--- config.mk ---
export PLATFORM = sky130hd
export DESIGN_NAME = ctu_top
export DESIGN_NICKNAME = d
export VERILOG_FILES = /design/src/common/ctu_pkg.sv /design/src/ctu_top.sv
export VERILOG_INCLUDE_DIRS = /design/src /design/src/common
export SDC_FILE = /design/constraint.sdc
export NUM_CORES = 1
export LEC_CHECK = 0
export BUFFER_PORTS_ARGS = -buffer_cell sky130_fd_sc_hd__buf_4
export CAP_MARGIN = 20
export CORE_ASPECT_RATIO = 1.1
export CORE_MARGIN = 1.5
export CORE_UTILIZATION = 45
export CTS_BUF_LIST = sky130_fd_sc_hd__clkbuf_4
export DETAILED_ROUTE_END_ITERATION = 7
export PLACE_DENSITY = 0.77
export SLEW_MARGIN = 30
export SYNTH_ARGS = -nofsm -noshare
export SYNTH_HDL_FRONTEND = slang
export SYNTH_SLANG_ARGS = --single-unit
export TNS_END_PERCENT = 20
--- constraint.sdc ---
create_clock -name ref_clk_i -period 4.94 [get_ports ref_clk_i]
set_input_delay 0.247 -clock ref_clk_i [delete_from_list [all_inputs] [get_ports ref_clk_i]]
set_output_delay 0.247 -clock ref_clk_i [all_outputs]
set_load 0.02 [all_outputs]
--- src/common/ctu_defines.svh ---
// Register offsets, field positions and reset values of the unit
`ifndef CTU_DEFINES_SVH
`define CTU_DEFINES_SVH

`define CTU_OFS_CTL_HIGH 4'h0
`define CTU_OFS_EDGE_LOW 4'h4
`define CTU_OFS_CUR_CTL 4'h8
`define CTU_OFS_MOD_DIS 4'hC

`define CTU_RST_CTL_HIGH 8'h00
`define CTU_RST_EDGE_LOW 8'h00
`define CTU_RST_CUR_CTL 8'h00

`define CTU_HI_ENABLE 7
`define CTU_HI_UNUSED 6
`define CTU_HI_STOP_IDLE 5
`define CTU_HI_DELAY_PULSE 4
`define CTU_HI_EDGE_GATING 3
`define CTU_HI_ORDERING 2
`define CTU_HI_DISCHARGE 1
`define CTU_HI_TRIG_EN 0

`define CTU_LO_POL2 7
`define CTU_LO_SRC2_MSB 6
`define CTU_LO_SRC2_LSB 5
`define CTU_LO_POL1 4
`define CTU_LO_SRC1_MSB 3
`define CTU_LO_SRC1_LSB 2
`define CTU_LO_STAT2 1
`define CTU_LO_STAT1 0

`define CTU_CUR_TRIM_MSB 7
`define CTU_CUR_TRIM_LSB 2
`define CTU_CUR_RANGE_MSB 1
`define CTU_CUR_RANGE_LSB 0

`define CTU_HI_WRITE_MASK 8'hBF
`define CTU_RESP_OKAY 2'h0
`define CTU_RESP_SLVERR 2'h2

`endif

--- src/common/ctu_pkg.sv ---
// Types shared by the charge-time unit control logic
package ctu_pkg;
    typedef logic [1:0] ctu_src_sel_t;
    typedef logic [1:0] ctu_resp_t;

    typedef enum logic [1:0]
    {
        CTU_RANGE_OFF = 2'h0,
        CTU_RANGE_X1 = 2'h1,
        CTU_RANGE_X10 = 2'h2,
        CTU_RANGE_X100 = 2'h3
    } ctu_range_t;

    typedef struct packed
    {
        logic [7:0] ctl_high;
        logic [7:0] edge_low;
        logic [7:0] cur_ctl;
        logic mod_dis;
        logic [2:0] pin1_sync;
        logic [2:0] pin2_sync;
        logic pin1_level;
        logic pin2_level;
        logic [3:0] src_prev;
        logic charge;
        logic discharge;
        logic trig;
        logic clk_en;
        logic aw_rdy;
        logic w_rdy;
        logic aw_have;
        logic w_have;
        logic [31:0] aw_addr;
        logic [7:0] w_data;
        logic w_lane0;
        logic bvalid;
        ctu_resp_t bresp;
        logic ar_rdy;
        logic rvalid;
        logic [7:0] rdata;
        ctu_resp_t rresp;
    } ctu_state_t;
endpackage

--- src/ctu_top.sv ---
// Charge-time unit control registers, edge logic and AXI4-Lite slave
//
// Added by the designer: the AXI4-Lite slave port and the register offsets.
`timescale 1ns/100ps
// Summary of operation
// - Module disable stops the unit clock
// - Any reset clears every unit register
// - Reset abandons a running measurement
// - Enable bit seven turns unit on
// - Stop-in-idle halts unit during idle
// - Bit four enables delay pulse mode
// - Edge gating passes or blocks edges
// - Ordering makes edge two wait edge one
// - Discharge bit grounds current source
// - Trigger bit enables special event trigger
// - Second edge polarity: rising or falling
// - Second edge source: pins or triggers
// - First edge polarity: rising or falling
// - First edge source uses same encoding
// - Second status set by qualifying edge
// - First status set by qualifying edge
// - Six-bit signed trim code
// - Two-bit range, zero disables source
// - Bit six reads zero, ignores writes
// - Charge between first and second status
`include "ctu_defines.svh"

module ctu_top
(
    input wire logic ref_clk_i,
    input wire logic nrst_i,
    input wire logic [31:0] s_axi_awaddr_i,
    input wire logic s_axi_awvalid_i,
    output logic s_axi_awready_o,
    input wire logic [31:0] s_axi_wdata_i,
    input wire logic [3:0] s_axi_wstrb_i,
    input wire logic s_axi_wvalid_i,
    output logic s_axi_wready_o,
    output ctu_pkg::ctu_resp_t s_axi_bresp_o,
    output logic s_axi_bvalid_o,
    input wire logic s_axi_bready_i,
    input wire logic [31:0] s_axi_araddr_i,
    input wire logic s_axi_arvalid_i,
    output logic s_axi_arready_o,
    output logic [31:0] s_axi_rdata_o,
    output ctu_pkg::ctu_resp_t s_axi_rresp_o,
    output logic s_axi_rvalid_o,
    input wire logic s_axi_rready_i,
    input wire logic edge_pin_one_i,
    input wire logic edge_pin_two_i,
    input wire logic first_capture_compare_i,
    input wire logic second_capture_compare_i,
    input wire logic device_idle_i,
    output logic unit_clk_en_o,
    output logic charge_enable_o,
    output logic source_discharge_o,
    output logic special_trigger_o,
    output logic delay_pulse_enable_o,
    output logic [1:0] current_range_o,
    output logic [5:0] current_trim_o
);
    import ctu_pkg::*;

    ctu_state_t s_reg;
    ctu_state_t s_next;
    logic [1:0] rst_sync_reg;
    logic rst_n;

    // Level of the source chosen by a two-bit select code
    function automatic logic pick_src(input ctu_src_sel_t sel,
                                      input logic [3:0] lvl);
        return lvl[sel];
    endfunction

    // Edge of the programmed polarity between two samples
    function automatic logic edge_hit(input logic pol, input logic now,
                                      input logic was);
        return pol ? (now & ~was) : (~now & was);
    endfunction

    // Release of reset goes through two flops; assertion stays async
    always_ff @(posedge ref_clk_i or negedge nrst_i)
    begin
        if (!nrst_i)
            rst_sync_reg <= 2'h0;
        else
            rst_sync_reg <= {rst_sync_reg[0], 1'b1};
    end
    assign rst_n = rst_sync_reg[1];

    logic [3:0] lvl;
    logic running;
    logic gate_open;
    logic ev1;
    logic ev2;
    logic wr_do;
    logic wr_ok;
    logic [3:0] rd_ofs;
    logic rd_ok;
    logic [7:0] rd_val;
    logic both_now;
    logic both_next;

    always_comb
    begin
        s_next = s_reg;
        // Index 3 is pin one so the select code indexes directly
        lvl = {s_reg.pin1_level, s_reg.pin2_level,
               first_capture_compare_i, second_capture_compare_i};
        // Pins: first flop feeds only the second; change needs 2 and 3 equal
        s_next.pin1_sync = {s_reg.pin1_sync[1:0], edge_pin_one_i};
        s_next.pin2_sync = {s_reg.pin2_sync[1:0], edge_pin_two_i};
        if (s_reg.pin1_sync[1] == s_reg.pin1_sync[2])
            s_next.pin1_level = s_reg.pin1_sync[2];
        if (s_reg.pin2_sync[1] == s_reg.pin2_sync[2])
            s_next.pin2_level = s_reg.pin2_sync[2];
        s_next.src_prev = lvl;

        running = s_reg.ctl_high[`CTU_HI_ENABLE] && !s_reg.mod_dis
            && !(s_reg.ctl_high[`CTU_HI_STOP_IDLE] && device_idle_i);
        gate_open = running && s_reg.ctl_high[`CTU_HI_EDGE_GATING];
        ev1 = gate_open && edge_hit(s_reg.edge_low[`CTU_LO_POL1],
            pick_src(s_reg.edge_low[`CTU_LO_SRC1_MSB:`CTU_LO_SRC1_LSB],
                     lvl),
            pick_src(s_reg.edge_low[`CTU_LO_SRC1_MSB:`CTU_LO_SRC1_LSB],
                     s_reg.src_prev));
        ev2 = gate_open && edge_hit(s_reg.edge_low[`CTU_LO_POL2],
            pick_src(s_reg.edge_low[`CTU_LO_SRC2_MSB:`CTU_LO_SRC2_LSB],
                     lvl),
            pick_src(s_reg.edge_low[`CTU_LO_SRC2_MSB:`CTU_LO_SRC2_LSB],
                     s_reg.src_prev))
            && (!s_reg.ctl_high[`CTU_HI_ORDERING]
                || s_reg.edge_low[`CTU_LO_STAT1]);

        // Write channel: address and data taken in either order
        if (s_axi_awvalid_i && s_reg.aw_rdy)
        begin
            s_next.aw_have = 1'b1;
            s_next.aw_rdy = 1'b0;
            s_next.aw_addr = s_axi_awaddr_i;
        end
        if (s_axi_wvalid_i && s_reg.w_rdy)
        begin
            s_next.w_have = 1'b1;
            s_next.w_rdy = 1'b0;
            s_next.w_data = s_axi_wdata_i[7:0];
            s_next.w_lane0 = s_axi_wstrb_i[0];
        end
        wr_do = s_reg.aw_have && s_reg.w_have && !s_reg.bvalid;
        wr_ok = s_reg.aw_addr[31:4] == 28'h000_0000;
        if (wr_do)
        begin
            s_next.aw_have = 1'b0;
            s_next.w_have = 1'b0;
            s_next.bvalid = 1'b1;
            s_next.bresp = wr_ok ? `CTU_RESP_OKAY : `CTU_RESP_SLVERR;
        end
        if (s_reg.bvalid && s_axi_bready_i)
        begin
            s_next.bvalid = 1'b0;
            s_next.aw_rdy = 1'b1;
            s_next.w_rdy = 1'b1;
        end
        // Unit registers freeze while its clock is withdrawn
        if (wr_do && wr_ok && s_reg.w_lane0)
        begin
            unique case (s_reg.aw_addr[3:0])
                `CTU_OFS_CTL_HIGH:
                    if (!s_reg.mod_dis)
                        s_next.ctl_high = s_reg.w_data
                            & `CTU_HI_WRITE_MASK;
                `CTU_OFS_EDGE_LOW:
                    if (!s_reg.mod_dis)
                        s_next.edge_low = s_reg.w_data;
                `CTU_OFS_CUR_CTL:
                    if (!s_reg.mod_dis)
                        s_next.cur_ctl = s_reg.w_data;
                `CTU_OFS_MOD_DIS:
                    s_next.mod_dis = s_reg.w_data[0];
                default:
                    s_next.mod_dis = s_reg.mod_dis;
            endcase
        end
        // Hardware set wins over a software clear in the same cycle
        if (ev1)
            s_next.edge_low[`CTU_LO_STAT1] = 1'b1;
        if (ev2)
            s_next.edge_low[`CTU_LO_STAT2] = 1'b1;

        // Read channel: one read outstanding, data captured on accept
        rd_ofs = s_axi_araddr_i[3:0];
        rd_ok = s_axi_araddr_i[31:4] == 28'h000_0000;
        unique case (rd_ofs)
            `CTU_OFS_CTL_HIGH: rd_val = s_reg.ctl_high;
            `CTU_OFS_EDGE_LOW: rd_val = s_reg.edge_low;
            `CTU_OFS_CUR_CTL: rd_val = s_reg.cur_ctl;
            `CTU_OFS_MOD_DIS: rd_val = {7'h00, s_reg.mod_dis};
            default:
            begin
                rd_val = 8'h00;
                rd_ok = 1'b0;
            end
        endcase
        if (s_axi_arvalid_i && s_reg.ar_rdy)
        begin
            s_next.ar_rdy = 1'b0;
            s_next.rvalid = 1'b1;
            s_next.rdata = rd_ok ? rd_val : 8'h00;
            s_next.rresp = rd_ok ? `CTU_RESP_OKAY : `CTU_RESP_SLVERR;
        end
        if (s_reg.rvalid && s_axi_rready_i)
        begin
            s_next.rvalid = 1'b0;
            s_next.ar_rdy = 1'b1;
        end

        // Clock, discharge and charge follow the settled next state, one flop each; trigger takes its enables from the current state
        s_next.clk_en = !s_next.mod_dis;
        s_next.discharge = !s_next.mod_dis
            && s_next.ctl_high[`CTU_HI_DISCHARGE];
        // Stop-in-idle shuts the current source, not the registers
        s_next.charge = s_next.ctl_high[`CTU_HI_ENABLE] && !s_next.mod_dis
            && !(s_next.ctl_high[`CTU_HI_STOP_IDLE] && device_idle_i)
            && !s_next.ctl_high[`CTU_HI_DISCHARGE]
            && s_next.cur_ctl[`CTU_CUR_RANGE_MSB:`CTU_CUR_RANGE_LSB]
               != CTU_RANGE_OFF
            && s_next.edge_low[`CTU_LO_STAT1]
            && !s_next.edge_low[`CTU_LO_STAT2];
        both_now = s_reg.edge_low[`CTU_LO_STAT1]
            && s_reg.edge_low[`CTU_LO_STAT2];
        both_next = s_next.edge_low[`CTU_LO_STAT1]
            && s_next.edge_low[`CTU_LO_STAT2];
        s_next.trig = running && s_reg.ctl_high[`CTU_HI_TRIG_EN]
            && both_next && !both_now;
    end

    // Reset clears everything but clk_en and the ready flags, which it sets; a running measurement leaves no trace
    always_ff @(posedge ref_clk_i or negedge rst_n)
    begin
        if (!rst_n)
        begin
            s_reg <= '0;
            s_reg.ctl_high <= `CTU_RST_CTL_HIGH;
            s_reg.edge_low <= `CTU_RST_EDGE_LOW;
            s_reg.cur_ctl <= `CTU_RST_CUR_CTL;
            s_reg.clk_en <= 1'b1;
            s_reg.aw_rdy <= 1'b1;
            s_reg.w_rdy <= 1'b1;
            s_reg.ar_rdy <= 1'b1;
        end
        else
            s_reg <= s_next;
    end

    assign s_axi_awready_o = s_reg.aw_rdy;
    assign s_axi_wready_o = s_reg.w_rdy;
    assign s_axi_bvalid_o = s_reg.bvalid;
    assign s_axi_bresp_o = s_reg.bresp;
    assign s_axi_arready_o = s_reg.ar_rdy;
    assign s_axi_rvalid_o = s_reg.rvalid;
    assign s_axi_rresp_o = s_reg.rresp;
    assign s_axi_rdata_o = {24'h00_0000, s_reg.rdata};
    assign unit_clk_en_o = s_reg.clk_en;
    assign charge_enable_o = s_reg.charge;
    assign source_discharge_o = s_reg.discharge;
    assign special_trigger_o = s_reg.trig;
    assign delay_pulse_enable_o = s_reg.ctl_high[`CTU_HI_DELAY_PULSE];
    assign current_range_o =
        s_reg.cur_ctl[`CTU_CUR_RANGE_MSB:`CTU_CUR_RANGE_LSB];
    assign current_trim_o =
        s_reg.cur_ctl[`CTU_CUR_TRIM_MSB:`CTU_CUR_TRIM_LSB];

    logic sw_low_wr;
    assign sw_low_wr = wr_do && wr_ok && s_reg.w_lane0
        && s_reg.aw_addr[3:0] == `CTU_OFS_EDGE_LOW;
endmodule

==> results by group, run 1 <==
Pwr
  • Comb pwr share: 0.202
  • Net Sw Frac: 0.2969
  • Clock power share: 0.234
  • Peak VDD IR: 0.2365 mV
  • Sequential power share: 0.564
  • Leak Pwr: 2.741 nW
  • Net switching power: 0.6317 mW
  • P_int: 1.496 mW
  • Pwr Density: 370.1 nW/um^2
  • Final Total Pwr: 2.127 mW

Setup path
  • Worst setup SP type: flop
  • Crit Path Category: flop to flop
  • Max stage delay on crit path: 0.62 ns
  • Crit path cell chain: nor4_2 -> nand4_1 -> nand4bb_1 -> mux2_2 -> nor2_1 -> and4_1
  • WP data required: 5.33 ns
  • CP max FO: 8
  • CP Capture Type: flop
  • CP Buf/Inv Count: 0
  • Arrival time worst endpoint: 2.91 ns
  • Slowest-stage cell, CP: nand4bb_1
  • Worst path top cell family by delay: simple AND/OR/NAND/NOR gates

Timing
  • Period minus WS final: 2.525 ns
  • Slew @ Worst Pin: 0.7026 ns
  • Final Hold Fails: 0
  • Final hold slack: 0.01703 ns
  • Setup TNS Final: 0 ns
  • Fmax: 0.3961 GHz
  • Fin. max-slew vios: 0
  • Tcrit/Tclk final: 0.5111
  • RSZ-0062 raised after global routing: false
  • Max_slew headroom: 0.5316
  • Final setup fails: 0
  • Clk_skew: 0.01432 ns

Global routing
  • GRT Util Overall: 0.1741
  • Antenna violations before repair: 0
  • First-pass GRT wire length: 14520 um
  • Gr ovfl total: 0
  • Pin count of the biggest net entering global routing: 58
  • Number of global-route vias before repair: 3055

Layout
  • Area growth syn-to-layout: 27.47%
  • Register area: 2511 um^2
  • Antenna cells: 0
  • Share of layout cells above drive strength 1: 0.4555
  • Final nets: 579
  • Final core utilization: 0.5869
  • Filler instances: 810
  • Multi-input gate area: 1702 um^2
  • Number of flip-flops in the largest register: 64
  • Post-Layout Cell Count: 592

Synth
  • Count of unique library cells instantiated by Yosys: 41
  • Avg Cell Area, Syn: 13.50 um^2
  • Flops & latches, synth: 100
  • Main synth FF type: dfrtp_1
  • Synth Warn #: 0
  • Mapped Cells: 334
  • Ys async rst share: 1.000
  • Sequential fraction of the synthesis area: 0.5560
  • Post-synth EDFFs: 0
  • Syn Std Cell Area: 4509 um^2

Min path
  • HP Class: input port to flop

Place
  • Post-Place Cells: 544
  • HPWL Detailed: 6696 um
  • Number of port buffers: 112
  • Routability cong.: 0.8266

Routing
  • Detailed-route wire length per cell: 15.34 um
  • Initial DRT Pass Iterations: 4
  • WL final: 9082 um
  • DR DRC count: 0
  • Routed Antenna Nets: 0
  • Drt via density: 4.993
  • Vias: 2956
  • Drt initial violations: 97

Floorplanning
  • Core area: 9794 um^2
  • Die X: 98.45 um
  • Site Rows: 38
  • Io pins: 166
  • DIE HEIGHT: 108.0 um
  • Die ar.: 10630 um^2
  • Initial Util: 0.4604

Clock network
  • Clk buf depth: 2
  • Worst-skew pair later-pin latency: 0.45 ns
  • Post-CTS resize count: 0
  • Clock transition at path regs: 0.16 ns
  • Num CTS Buffers: 9
  • Root Buffer: clkbuf_4
  • CTS tree: done
  • CTS H-Tree Depth: 3
  • CTS sink cnt: 100

Run
  • Max Cap Viol: 0

Run status
  • Status: completed
-- routing by layer --
| layer | up-vias | track usage | wire length (um) |
|---|---|---|---|
| met5 | - | 0 | 0 |
| met4 | 0 | 0.06036 | 125 |
| met3 | 12 | 0.03749 | 570 |
| met2 | 122 | 0.3175 | 4800 |
| met1 | 1436 | 0.2030 | 3585 |
| li1 | 1386 | - | - |
-- final cells by class --
| type | instances | share of cell area |
|---|---|---|
| multi-input cells | 200 | 0.2960 |
| flip-flops and latches | 100 | 0.4369 |
| inverters | 10 | 0.006530 |
| clock inverters | 7 | 0.01807 |
| repair buffers | 146 | 0.2046 |
| well taps | 120 | 0.02612 |
| clock buffers | 9 | 0.01175 |
-- cells in the mapped netlist, types with 3 or more instances --
library cell	count	area, um^2
dfrtp_1	96	2402
buf_1	3	11.26
nor4_2	4	50.05
a22o_1	8	70.07
mux4_2	5	112.6
nand4_1	5	31.28
nand2_1	15	56.30
mux2i_1	10	100.1
dfstp_2	4	105.1
buf_4	44	330.3
nor4_1	7	43.79
mux2_2	63	709.4
nor2b_1	4	25.02
o21ai_0	13	65.06
inv_1	10	37.54
nand3_1	3	15.01
a21oi_1	3	15.01
nor2_1	8	30.03
nor4_4	3	63.81
-- worst paths after layout --
check / startpoint / endpoint / slack [ns] / depth (start not counted)
max: s_reg[31] / charge_enable_o / 2.42 / 6
min: s_axi_awaddr_i[15] / s_reg[39] / 0.02 / 2
max reg2reg: s_reg[31] / charge_enable_o / 2.42 / 6
min reg2reg: rst_sync_reg[1] / s_reg[47] / 0.30 / 0
max in group asynchronous: rst_sync_reg[1] / s_reg[92] / 3.50 / 1
min in group asynchronous: nrst_i / rst_sync_reg[1] / 0.10 / 2
-- cell families after synthesis --
logic type | count (synthesis) | synth area share
other | 2 | 0.001665
adders and majority gates | 2 | 0.004440
DFF | 100 | 0.5560
buffers and inverters | 59 | 0.08740
muxes | 78 | 0.2045
AOI/OAI and AO/OA | 28 | 0.04190
and+or+nand+nor | 65 | 0.1041
-- timing repair --
item | 4_1_cts | 5_1_grt
buffers inserted | 0 | 0
hold endpoints to repair | 26 | 7
hold buffers | 25 | 7
-- power groups by stage --
stage                     registers, mW  clock network [mW]  logic, mW
final                              1.20               0.497      0.430
after global routing               1.23               0.542      0.470
after CTS                          1.20               0.511      0.430
after detailed placement           1.22                   0      0.412
after global placement             1.20                   0      0.395
after floorplan                    1.18                   0      0.308
-- metrics by stage --
step                      setup slack, ns  cell area (um^2)
after floorplan                     1.955              4603
after global placement              2.490              5256
after detailed placement            2.451              5256
after CTS                           2.408              5678
after global routing                2.259              5748
final                               2.415              5748
-- worst register-to-register path, stage by stage, from the launching register on --
cell	delay, ns
dfrtp_1	0.43
nor4_2	0.29
nand4_1	0.30
nand4bb_1	0.62
mux2_2	0.44
nor2_1	0.16
and4_1	0.24
-- placed cells by master, fill, tap and decap left out, types with 7 or more instances in the layout --
cell	n
buf_4	114
dfrtp_1	95
mux2_2	63
dlygate4sd3_1	32
conb_1	27
nand2_1	15
o21ai_0	13
inv_1	10
mux2i_1	10
clkbuf_4	9
nor2_1	8
a22o_1	8
nor4_1	7
Note: power is estimated with default switching activity, not from simulation.
==> inputs of run 2 (changes only) <==
==> constraint.sdc (replaced) <==
create_clock -name ref_clk_i -period 2.4 [get_ports ref_clk_i]
set_input_delay 0.12 -clock ref_clk_i [delete_from_list [all_inputs] [get_ports ref_clk_i]]
set_output_delay 0.12 -clock ref_clk_i [all_outputs]
set_load 0.02 [all_outputs]
==> results by group, run 2 (same netlist as run 1, synthesis figures left out) <==
Floorplanning
  • Initial Util: 0.4604 (unchanged)
  • Die ar.: 10630 um^2 (unchanged)
  • Core area: 9794 um^2 (unchanged)
  • Die X: 98.45 um (unchanged)
  • Site Rows: 38 (unchanged)
  • Io pins: 166 (unchanged)
  • DIE HEIGHT: 108.0 um (unchanged)

Clock network
  • Clock transition at path regs: 0.15 ns (about the same)
  • Clk buf depth: 2 (unchanged)
  • Root Buffer: clkbuf_4
  • Num CTS Buffers: 9 (unchanged)
  • CTS H-Tree Depth: 3 (unchanged)
  • CTS sink cnt: 100 (unchanged)
  • CTS tree: done
  • Worst-skew pair later-pin latency: 0.44 ns (about the same)

Setup path
  • WP data required: 2.77 ns (-2.56 ns)
  • CP Capture Type: flop
  • Crit Path Category: flop to flop
  • CP max FO: 4 (-4)
  • Worst setup SP type: flop
  • R2R depth: 7 (+1)
  • Worst reg2reg path endpoint: charge_enable_o
  • R2r setup slk: 0.20 ns (-2.21 ns)
  • R2r startpoint: s_reg[40]
  • Arrival time worst endpoint: 2.57 ns (-0.34 ns)

Layout
  • Commonest non-fill, non-tap cells in the layout: buf_4 (118), dfrtp_1 (95), mux2_2 (63), dlygate4sd3_1 (56), conb_1 (27)
  • Number of flip-flops in the largest register: 64 (unchanged)
  • Commonest non-fill, non-tap cell in the layout: buf_4
  • Antenna cells: 0 (unchanged)
  • Area growth syn-to-layout: 33.19%
  • Share of layout cells above drive strength 1: 0.4371 (-0.01838)
  • Final nets: 608 (+5.0%)
  • Final Cell Area: 6006 um^2 (+4.5%)

Timing
  • Clk_skew: 0.01916 ns (+0.004841 ns)
  • RSZ-0062 raised after global routing: false
  • Tcrit/Tclk final: 0.9161 (+0.4051)
  • Final setup fails: 0 (unchanged)
  • Fmax: 0.4548 GHz (+15%)
  • Setup TNS Final: 0 ns (unchanged)
  • Final WS setup: 0.2013 ns (-2.214 ns)
  • Final Hold Fails: 0 (unchanged)
  • Max_slew headroom: 0.6103 (+0.07872)
  • Period minus WS final: 2.199 ns (-0.3260 ns)
  • Slew @ Worst Pin: 0.5824 ns (-0.1202 ns)
  • Fin. max-slew vios: 0 (unchanged)

Pwr
  • Leak Pwr: 2.858 nW (+4.3%)
  • P_int: 3.008 mW (+100%)
  • Clock power share: 0.205 (-0.029)
  • Pwr Density: 714.9 nW/um^2 (+93%)
  • Net switching power: 1.285 mW (+100%)
  • Peak VDD IR: 0.4827 mV (+100%)
  • Final Total Pwr: 4.294 mW (+100%)
  • Comb pwr share: 0.219 (+0.017)
  • Sequential power share: 0.576 (+0.012)
  • Net Sw Frac: 0.2994 (+0.002474)

Min path
  • Worst hold path endpoint: s_axi_rdata_o[3]
  • Hold path depth: 3 (+1)
  • Hold_sp: s_axi_araddr_i[3]
  • HP Class: input port to flop

Global routing
  • First-pass GRT wire length: 15770 um (+8.6%)
  • Pin count of the biggest net entering global routing: 60 (+3.4%)
  • Met1 usage: 0.2068 (+0.003753)
  • GRT busiest layer: met2
  • Antenna violations before repair: 0 (unchanged)
  • GR Layer Usage met3: 0.03103 (-0.006464)
  • GRT Util Overall: 0.1895 (+0.01544)
  • M2 GR Usage: 0.3713 (+0.05382)
  • Number of global-route vias before repair: 3326 (+8.9%)
  • Gr ovfl total: 0 (unchanged)

Run
  • Max Cap Viol: 0 (unchanged)

Routing
  • Initial DRT Pass Iterations: 4 (unchanged)
  • Detailed-route wire length per cell: 15.85 um (+3.3%)
  • Routed Antenna Nets: 0 (unchanged)
  • DR DRC count: 0 (unchanged)
  • Vias: 3114 (+5.3%)
  • Drt via density: 5.014 (+0.43%)
  • Drt initial violations: 50 (-48%)
  • WL final: 9844 um (+8.4%)

Place
  • Routability cong.: 0.8094 (-2.1%)
  • Placement-stage cell area: 5299 um^2 (+0.81%)
  • HPWL Detailed: 6930 um (+3.5%)
  • Post-Place Setup Slack: 0.2123 ns (-2.239 ns)
  • Number of port buffers: 112 (unchanged)

Run status
  • Status: completed
==> run 2: stage by stage <==
stage          cells  hold slack, ns  utilization
2_1_floorplan    359         -0.1756            -
3_5_place_dp     548        -0.09625       0.5410
6_report         621          0.1118       0.6132
5_1_grt          621          0.1161       0.6132
4_1_cts          620         0.09373       0.6124
3_3_place_gp     548        -0.09748       0.5410
==> run 2: power groups by stage <==
stage,combinational [mW],sequential [mW],clock (mW)
3_3_place_gp,0.818,2.48,0
5_1_grt,1.02,2.52,0.963
4_1_cts,0.941,2.47,0.901
6_report,0.939,2.47,0.882
3_5_place_dp,0.857,2.51,0
2_1_floorplan,0.633,2.43,0
==> run 2: final cells by class <==
type,instances,area [um^2]
Clock inverter,6,63.81
Multi-Input combinational cell,200,1702
Fill cell,779,3789
Sequential cell,100,2511
Clock buffer,10,75.07
Tap cell,120,150.1
Inverter,10,37.54
Timing Repair Buffer,175,1466
==> run 2: metal layers <==
layer / routed length (um) / up-vias
met3: 505 / 13
met4: 142 / 0
met5: 0 / -
met2: 5459 / 117
met1: 3736 / 1533
li1: - / 1451
==> run 2: worst max path at each step <==
| stage | startpoint | to | slack [ns] | cells after the start |
|---|---|---|---|---|
| 6_report | s_reg[40] | charge_enable_o | 0.20 | 7 |
| 5_1_grt | s_reg[90] | special_trigger_o | 0.07 | 5 |
| 4_1_cts | s_reg[40] | charge_enable_o | 0.16 | 7 |
| 3_5_place_dp | s_reg[40] | charge_enable_o | 0.21 | 7 |
| 3_3_place_gp | s_reg[31] | charge_enable_o | 0.27 | 7 |
| 2_1_floorplan | s_axi_bvalid_o | charge_enable_o | 0.44 | 6 |
==> run 2: timing repair <==
item | 4_1_cts | 5_1_grt
hold buffers | 56 | 0
resized for setup | 0 | 0
endpoints found under the setup margin | 0 | 1
endpoints found under the hold margin | 54 | 0
buffers inserted | 0 | 1
==> run 2: worst max-delay path, cell delays in order, from the launching register on <==
cell     delay [ns]
dfrtp_1        0.43
nor4_2         0.30
nand4_1        0.25
buf_4          0.22
nor3_4         0.28
mux2_2         0.39
nand2_1        0.08
and4_1         0.19
==> inputs of run 3 (changes only) <==
--- a/config.mk
+++ b/config.mk
@@ -6,14 +6,15 @@
 export SDC_FILE = /design/constraint.sdc
 export NUM_CORES = 1
 export LEC_CHECK = 0
-export BUFFER_PORTS_ARGS = -buffer_cell sky130_fd_sc_hd__buf_4
 export CAP_MARGIN = 20
 export CORE_ASPECT_RATIO = 1.1
 export CORE_MARGIN = 1.5
 export CORE_UTILIZATION = 45
 export CTS_BUF_LIST = sky130_fd_sc_hd__clkbuf_4
 export DETAILED_ROUTE_END_ITERATION = 7
-export PLACE_DENSITY = 0.77
+export DONT_BUFFER_PORTS = 1
+export PLACE_DENSITY = 0.63
+export RECOVER_POWER = 50
 export SLEW_MARGIN = 30
 export SYNTH_ARGS = -nofsm -noshare
 export SYNTH_HDL_FRONTEND = slang
==> results by group, run 3 (same netlist as run 1, synthesis figures left out) <==
Run status
  • Status: completed

Setup path
  • R2R depth: 5 (-2)
  • Crit Path Category: flop to flop
  • CP max FO: 4 (unchanged)
  • Worst path top cell family by delay: simple AND/OR/NAND/NOR gates
  • Worst reg2reg path endpoint: special_trigger_o
  • Slowest-stage cell, CP: mux4_2
  • CP Capture Type: flop
  • R2r startpoint: s_reg[90]
  • WP data required: 2.75 ns (-0.02 ns)
  • R2r setup slk: 0.21 ns (about the same)
  • Crit path cell chain: mux4_2 -> or3b_1 -> a221oi_1 -> nor2_1 -> nor3b_1
  • Worst setup SP type: flop
  • CP Buf/Inv Count: 0 (-1)
  • Max stage delay on crit path: 0.53 ns (+0.10 ns)
  • Arrival time worst endpoint: 2.54 ns (-0.03 ns)

Layout
  • Post-Layout Cell Count: 514 (-17%)
  • Commonest non-fill, non-tap cell in the layout: dfrtp_1
  • Share of layout cells above drive strength 1: 0.2716 (-0.1656)
  • Area growth syn-to-layout: 14.65%
  • Filler instances: 820 (+5.3%)
  • Register area: 2511 um^2 (unchanged)
  • Multi-input gate area: 1702 um^2 (unchanged)
  • Antenna cells: 0 (unchanged)
  • Commonest non-fill, non-tap cells in the layout: dfrtp_1 (95), mux2_2 (63), dlygate4sd3_1 (59), conb_1 (27), nand2_1 (15)
  • Number of flip-flops in the largest register: 64 (unchanged)
  • Final nets: 501 (-18%)
  • Final Cell Area: 5170 um^2 (-14%)

Timing
  • Fin. max-slew vios: 0 (unchanged)
  • Final Hold Fails: 0 (unchanged)
  • Period minus WS final: 2.191 ns (-0.007807 ns)
  • Slew @ Worst Pin: 1.314 ns (+0.7317 ns)
  • Final setup fails: 0 (unchanged)
  • Tcrit/Tclk final: 0.9129 (-0.003253)
  • Max_slew headroom: 0.1239 (-0.4864)
  • Setup TNS Final: 0 ns (unchanged)
  • Final hold slack: 0.04171 ns (-0.07005 ns)
  • RSZ-0062 raised after global routing: false
  • Clk_skew: 0.02243 ns (+0.003265 ns)
  • Fmax: 0.4564 GHz (+0.36%)
  • Final WS setup: 0.2091 ns (+0.007807 ns)

Place
  • Post-Place Cells: 439 (-20%)
  • Routability cong.: 0.7832 (-3.2%)
  • Number of port buffers: 0 (-100%)
  • HPWL Detailed: 6076 um (-12%)
  • Post-Place Setup Slack: 0.2333 ns (+0.02101 ns)
  • Placement-stage cell area: 4481 um^2 (-15%)

Clock network
  • Setup bufs post-CTS: 0 (unchanged)
  • Clock transition at path regs: 0.15 ns (about the same)
  • CTS tree: done
  • CTS sink cnt: 100 (unchanged)
  • Post-CTS resize count: 0 (unchanged)
  • Num CTS Buffers: 9 (unchanged)
  • Worst-skew pair later-pin latency: 0.45 ns (about the same)
  • Root Buffer: clkbuf_4
  • CTS H-Tree Depth: 3 (unchanged)
  • Clk buf depth: 2 (unchanged)

Floorplanning
  • Die X: 98.45 um (unchanged)
  • Core area: 9794 um^2 (unchanged)
  • Die ar.: 10630 um^2 (unchanged)
  • DIE HEIGHT: 108.0 um (unchanged)
  • Io pins: 166 (unchanged)
  • Site Rows: 38 (unchanged)
  • Initial Util: 0.4604 (unchanged)

Routing
  • Drt via density: 5.224 (+4.2%)
  • DR DRC count: 0 (unchanged)
  • Post-Route M1 WL: 3414 um (-8.6%)
  • Routed Antenna Nets: 0 (unchanged)
  • DR WL met3: 568 um (+12%)
  • Initial DRT Pass Iterations: 4 (unchanged)
  • Vias: 2685 (-14%)
  • Detailed-route wire length per cell: 16.94 um (+6.9%)
  • Top Layer Used: met4
  • Met2 routed WL: 4555 um (-17%)
  • WL final: 8706 um (-12%)
  • Drt initial violations: 80 (+60%)

Global routing
  • First-pass GRT wire length: 14090 um (-11%)
  • GRT Util Overall: 0.1731 (-0.01641)
  • Number of global-route vias before repair: 2850 (-14%)
  • Pin count of the biggest net entering global routing: 99 (+65%)
  • Gr ovfl total: 0 (unchanged)
  • Antenna violations before repair: 0 (unchanged)

Pwr
  • Pwr Density: 777.2 nW/um^2 (+8.7%)
  • Peak VDD IR: 0.5295 mV (+9.7%)
  • Leak Pwr: 2.316 nW (-19%)

Min path
  • Worst hold path endpoint: s_axi_rvalid_o
  • Hold_sp: s_axi_arvalid_i
  • Hold path depth: 3 (unchanged)
  • HP Class: input port to flop

Run
  • Max Cap Viol: 0 (unchanged)
[run 3: cell types whose count changed in the layout (fill, tap and decap cells not counted), sizes merged]
| cell | delta |
|---|---|
| buf | -111 |
| bufinv | -1 |
| clkbuf | +2 |
| clkinv | +2 |
| clkinvlp | -1 |
| dlygate4sd3 | +3 |
| inv | -1 |
[run 3: power by group]
part | switching, mW | total, mW | internal [mW]
registers | 0.388 | 2.48 | 2.09
clock network | 0.525 | 0.757 | 0.231
logic | 0.304 | 0.779 | 0.475
total | 1.22 | 4.02 | 2.80
[run 3: worst max-delay path by stage]
stage / startpoint / end / slack (ns) / depth (start not counted)
finish: s_reg[90] / special_trigger_o / 0.21 / 5
global route: s_reg[31] / special_trigger_o / 0.05 / 6
CTS: s_reg[31] / charge_enable_o / 0.21 / 6
detailed placement: s_reg[90] / special_trigger_o / 0.23 / 5
global placement: s_reg[90] / special_trigger_o / 0.21 / 5
floorplan: s_axi_bvalid_o / charge_enable_o / 0.44 / 6
[run 3: timing repair]
item,4_1_cts,5_1_grt
hold endpoints to repair,64,0
hold buffers,59,0
endpoints found under the setup margin,0,0
[run 3: routing by layer]
layer / track usage / up-vias
met5: 0 / -
met4: 0.06942 / 0
met3: 0.05365 / 11
met2: 0.3063 / 117
met1: 0.1952 / 1315
li1: - / 1242
[run 3: layout make-up]
type	instances	area share
sequential	100	0.4857
multi-input combinational	200	0.3291
timing repair buffer	68	0.1273
tap	120	0.02904
clock buffer	11	0.01597
inverter	10	0.007260
clock inverter	5	0.005566
[run 3: worst min-delay path, cell delays in order]
cell	delay, ns
nand2_1	0.09
buf_4	0.17
mux2i_1	0.08
[run 3: metrics by stage]
step	utilization	power, mW
after floorplan	-	3.061
after global placement	0.4575	3.164
after detailed placement	0.4575	3.217
after CTS	0.5291	4.073
after global routing	0.5278	4.259
final	0.5278	4.018
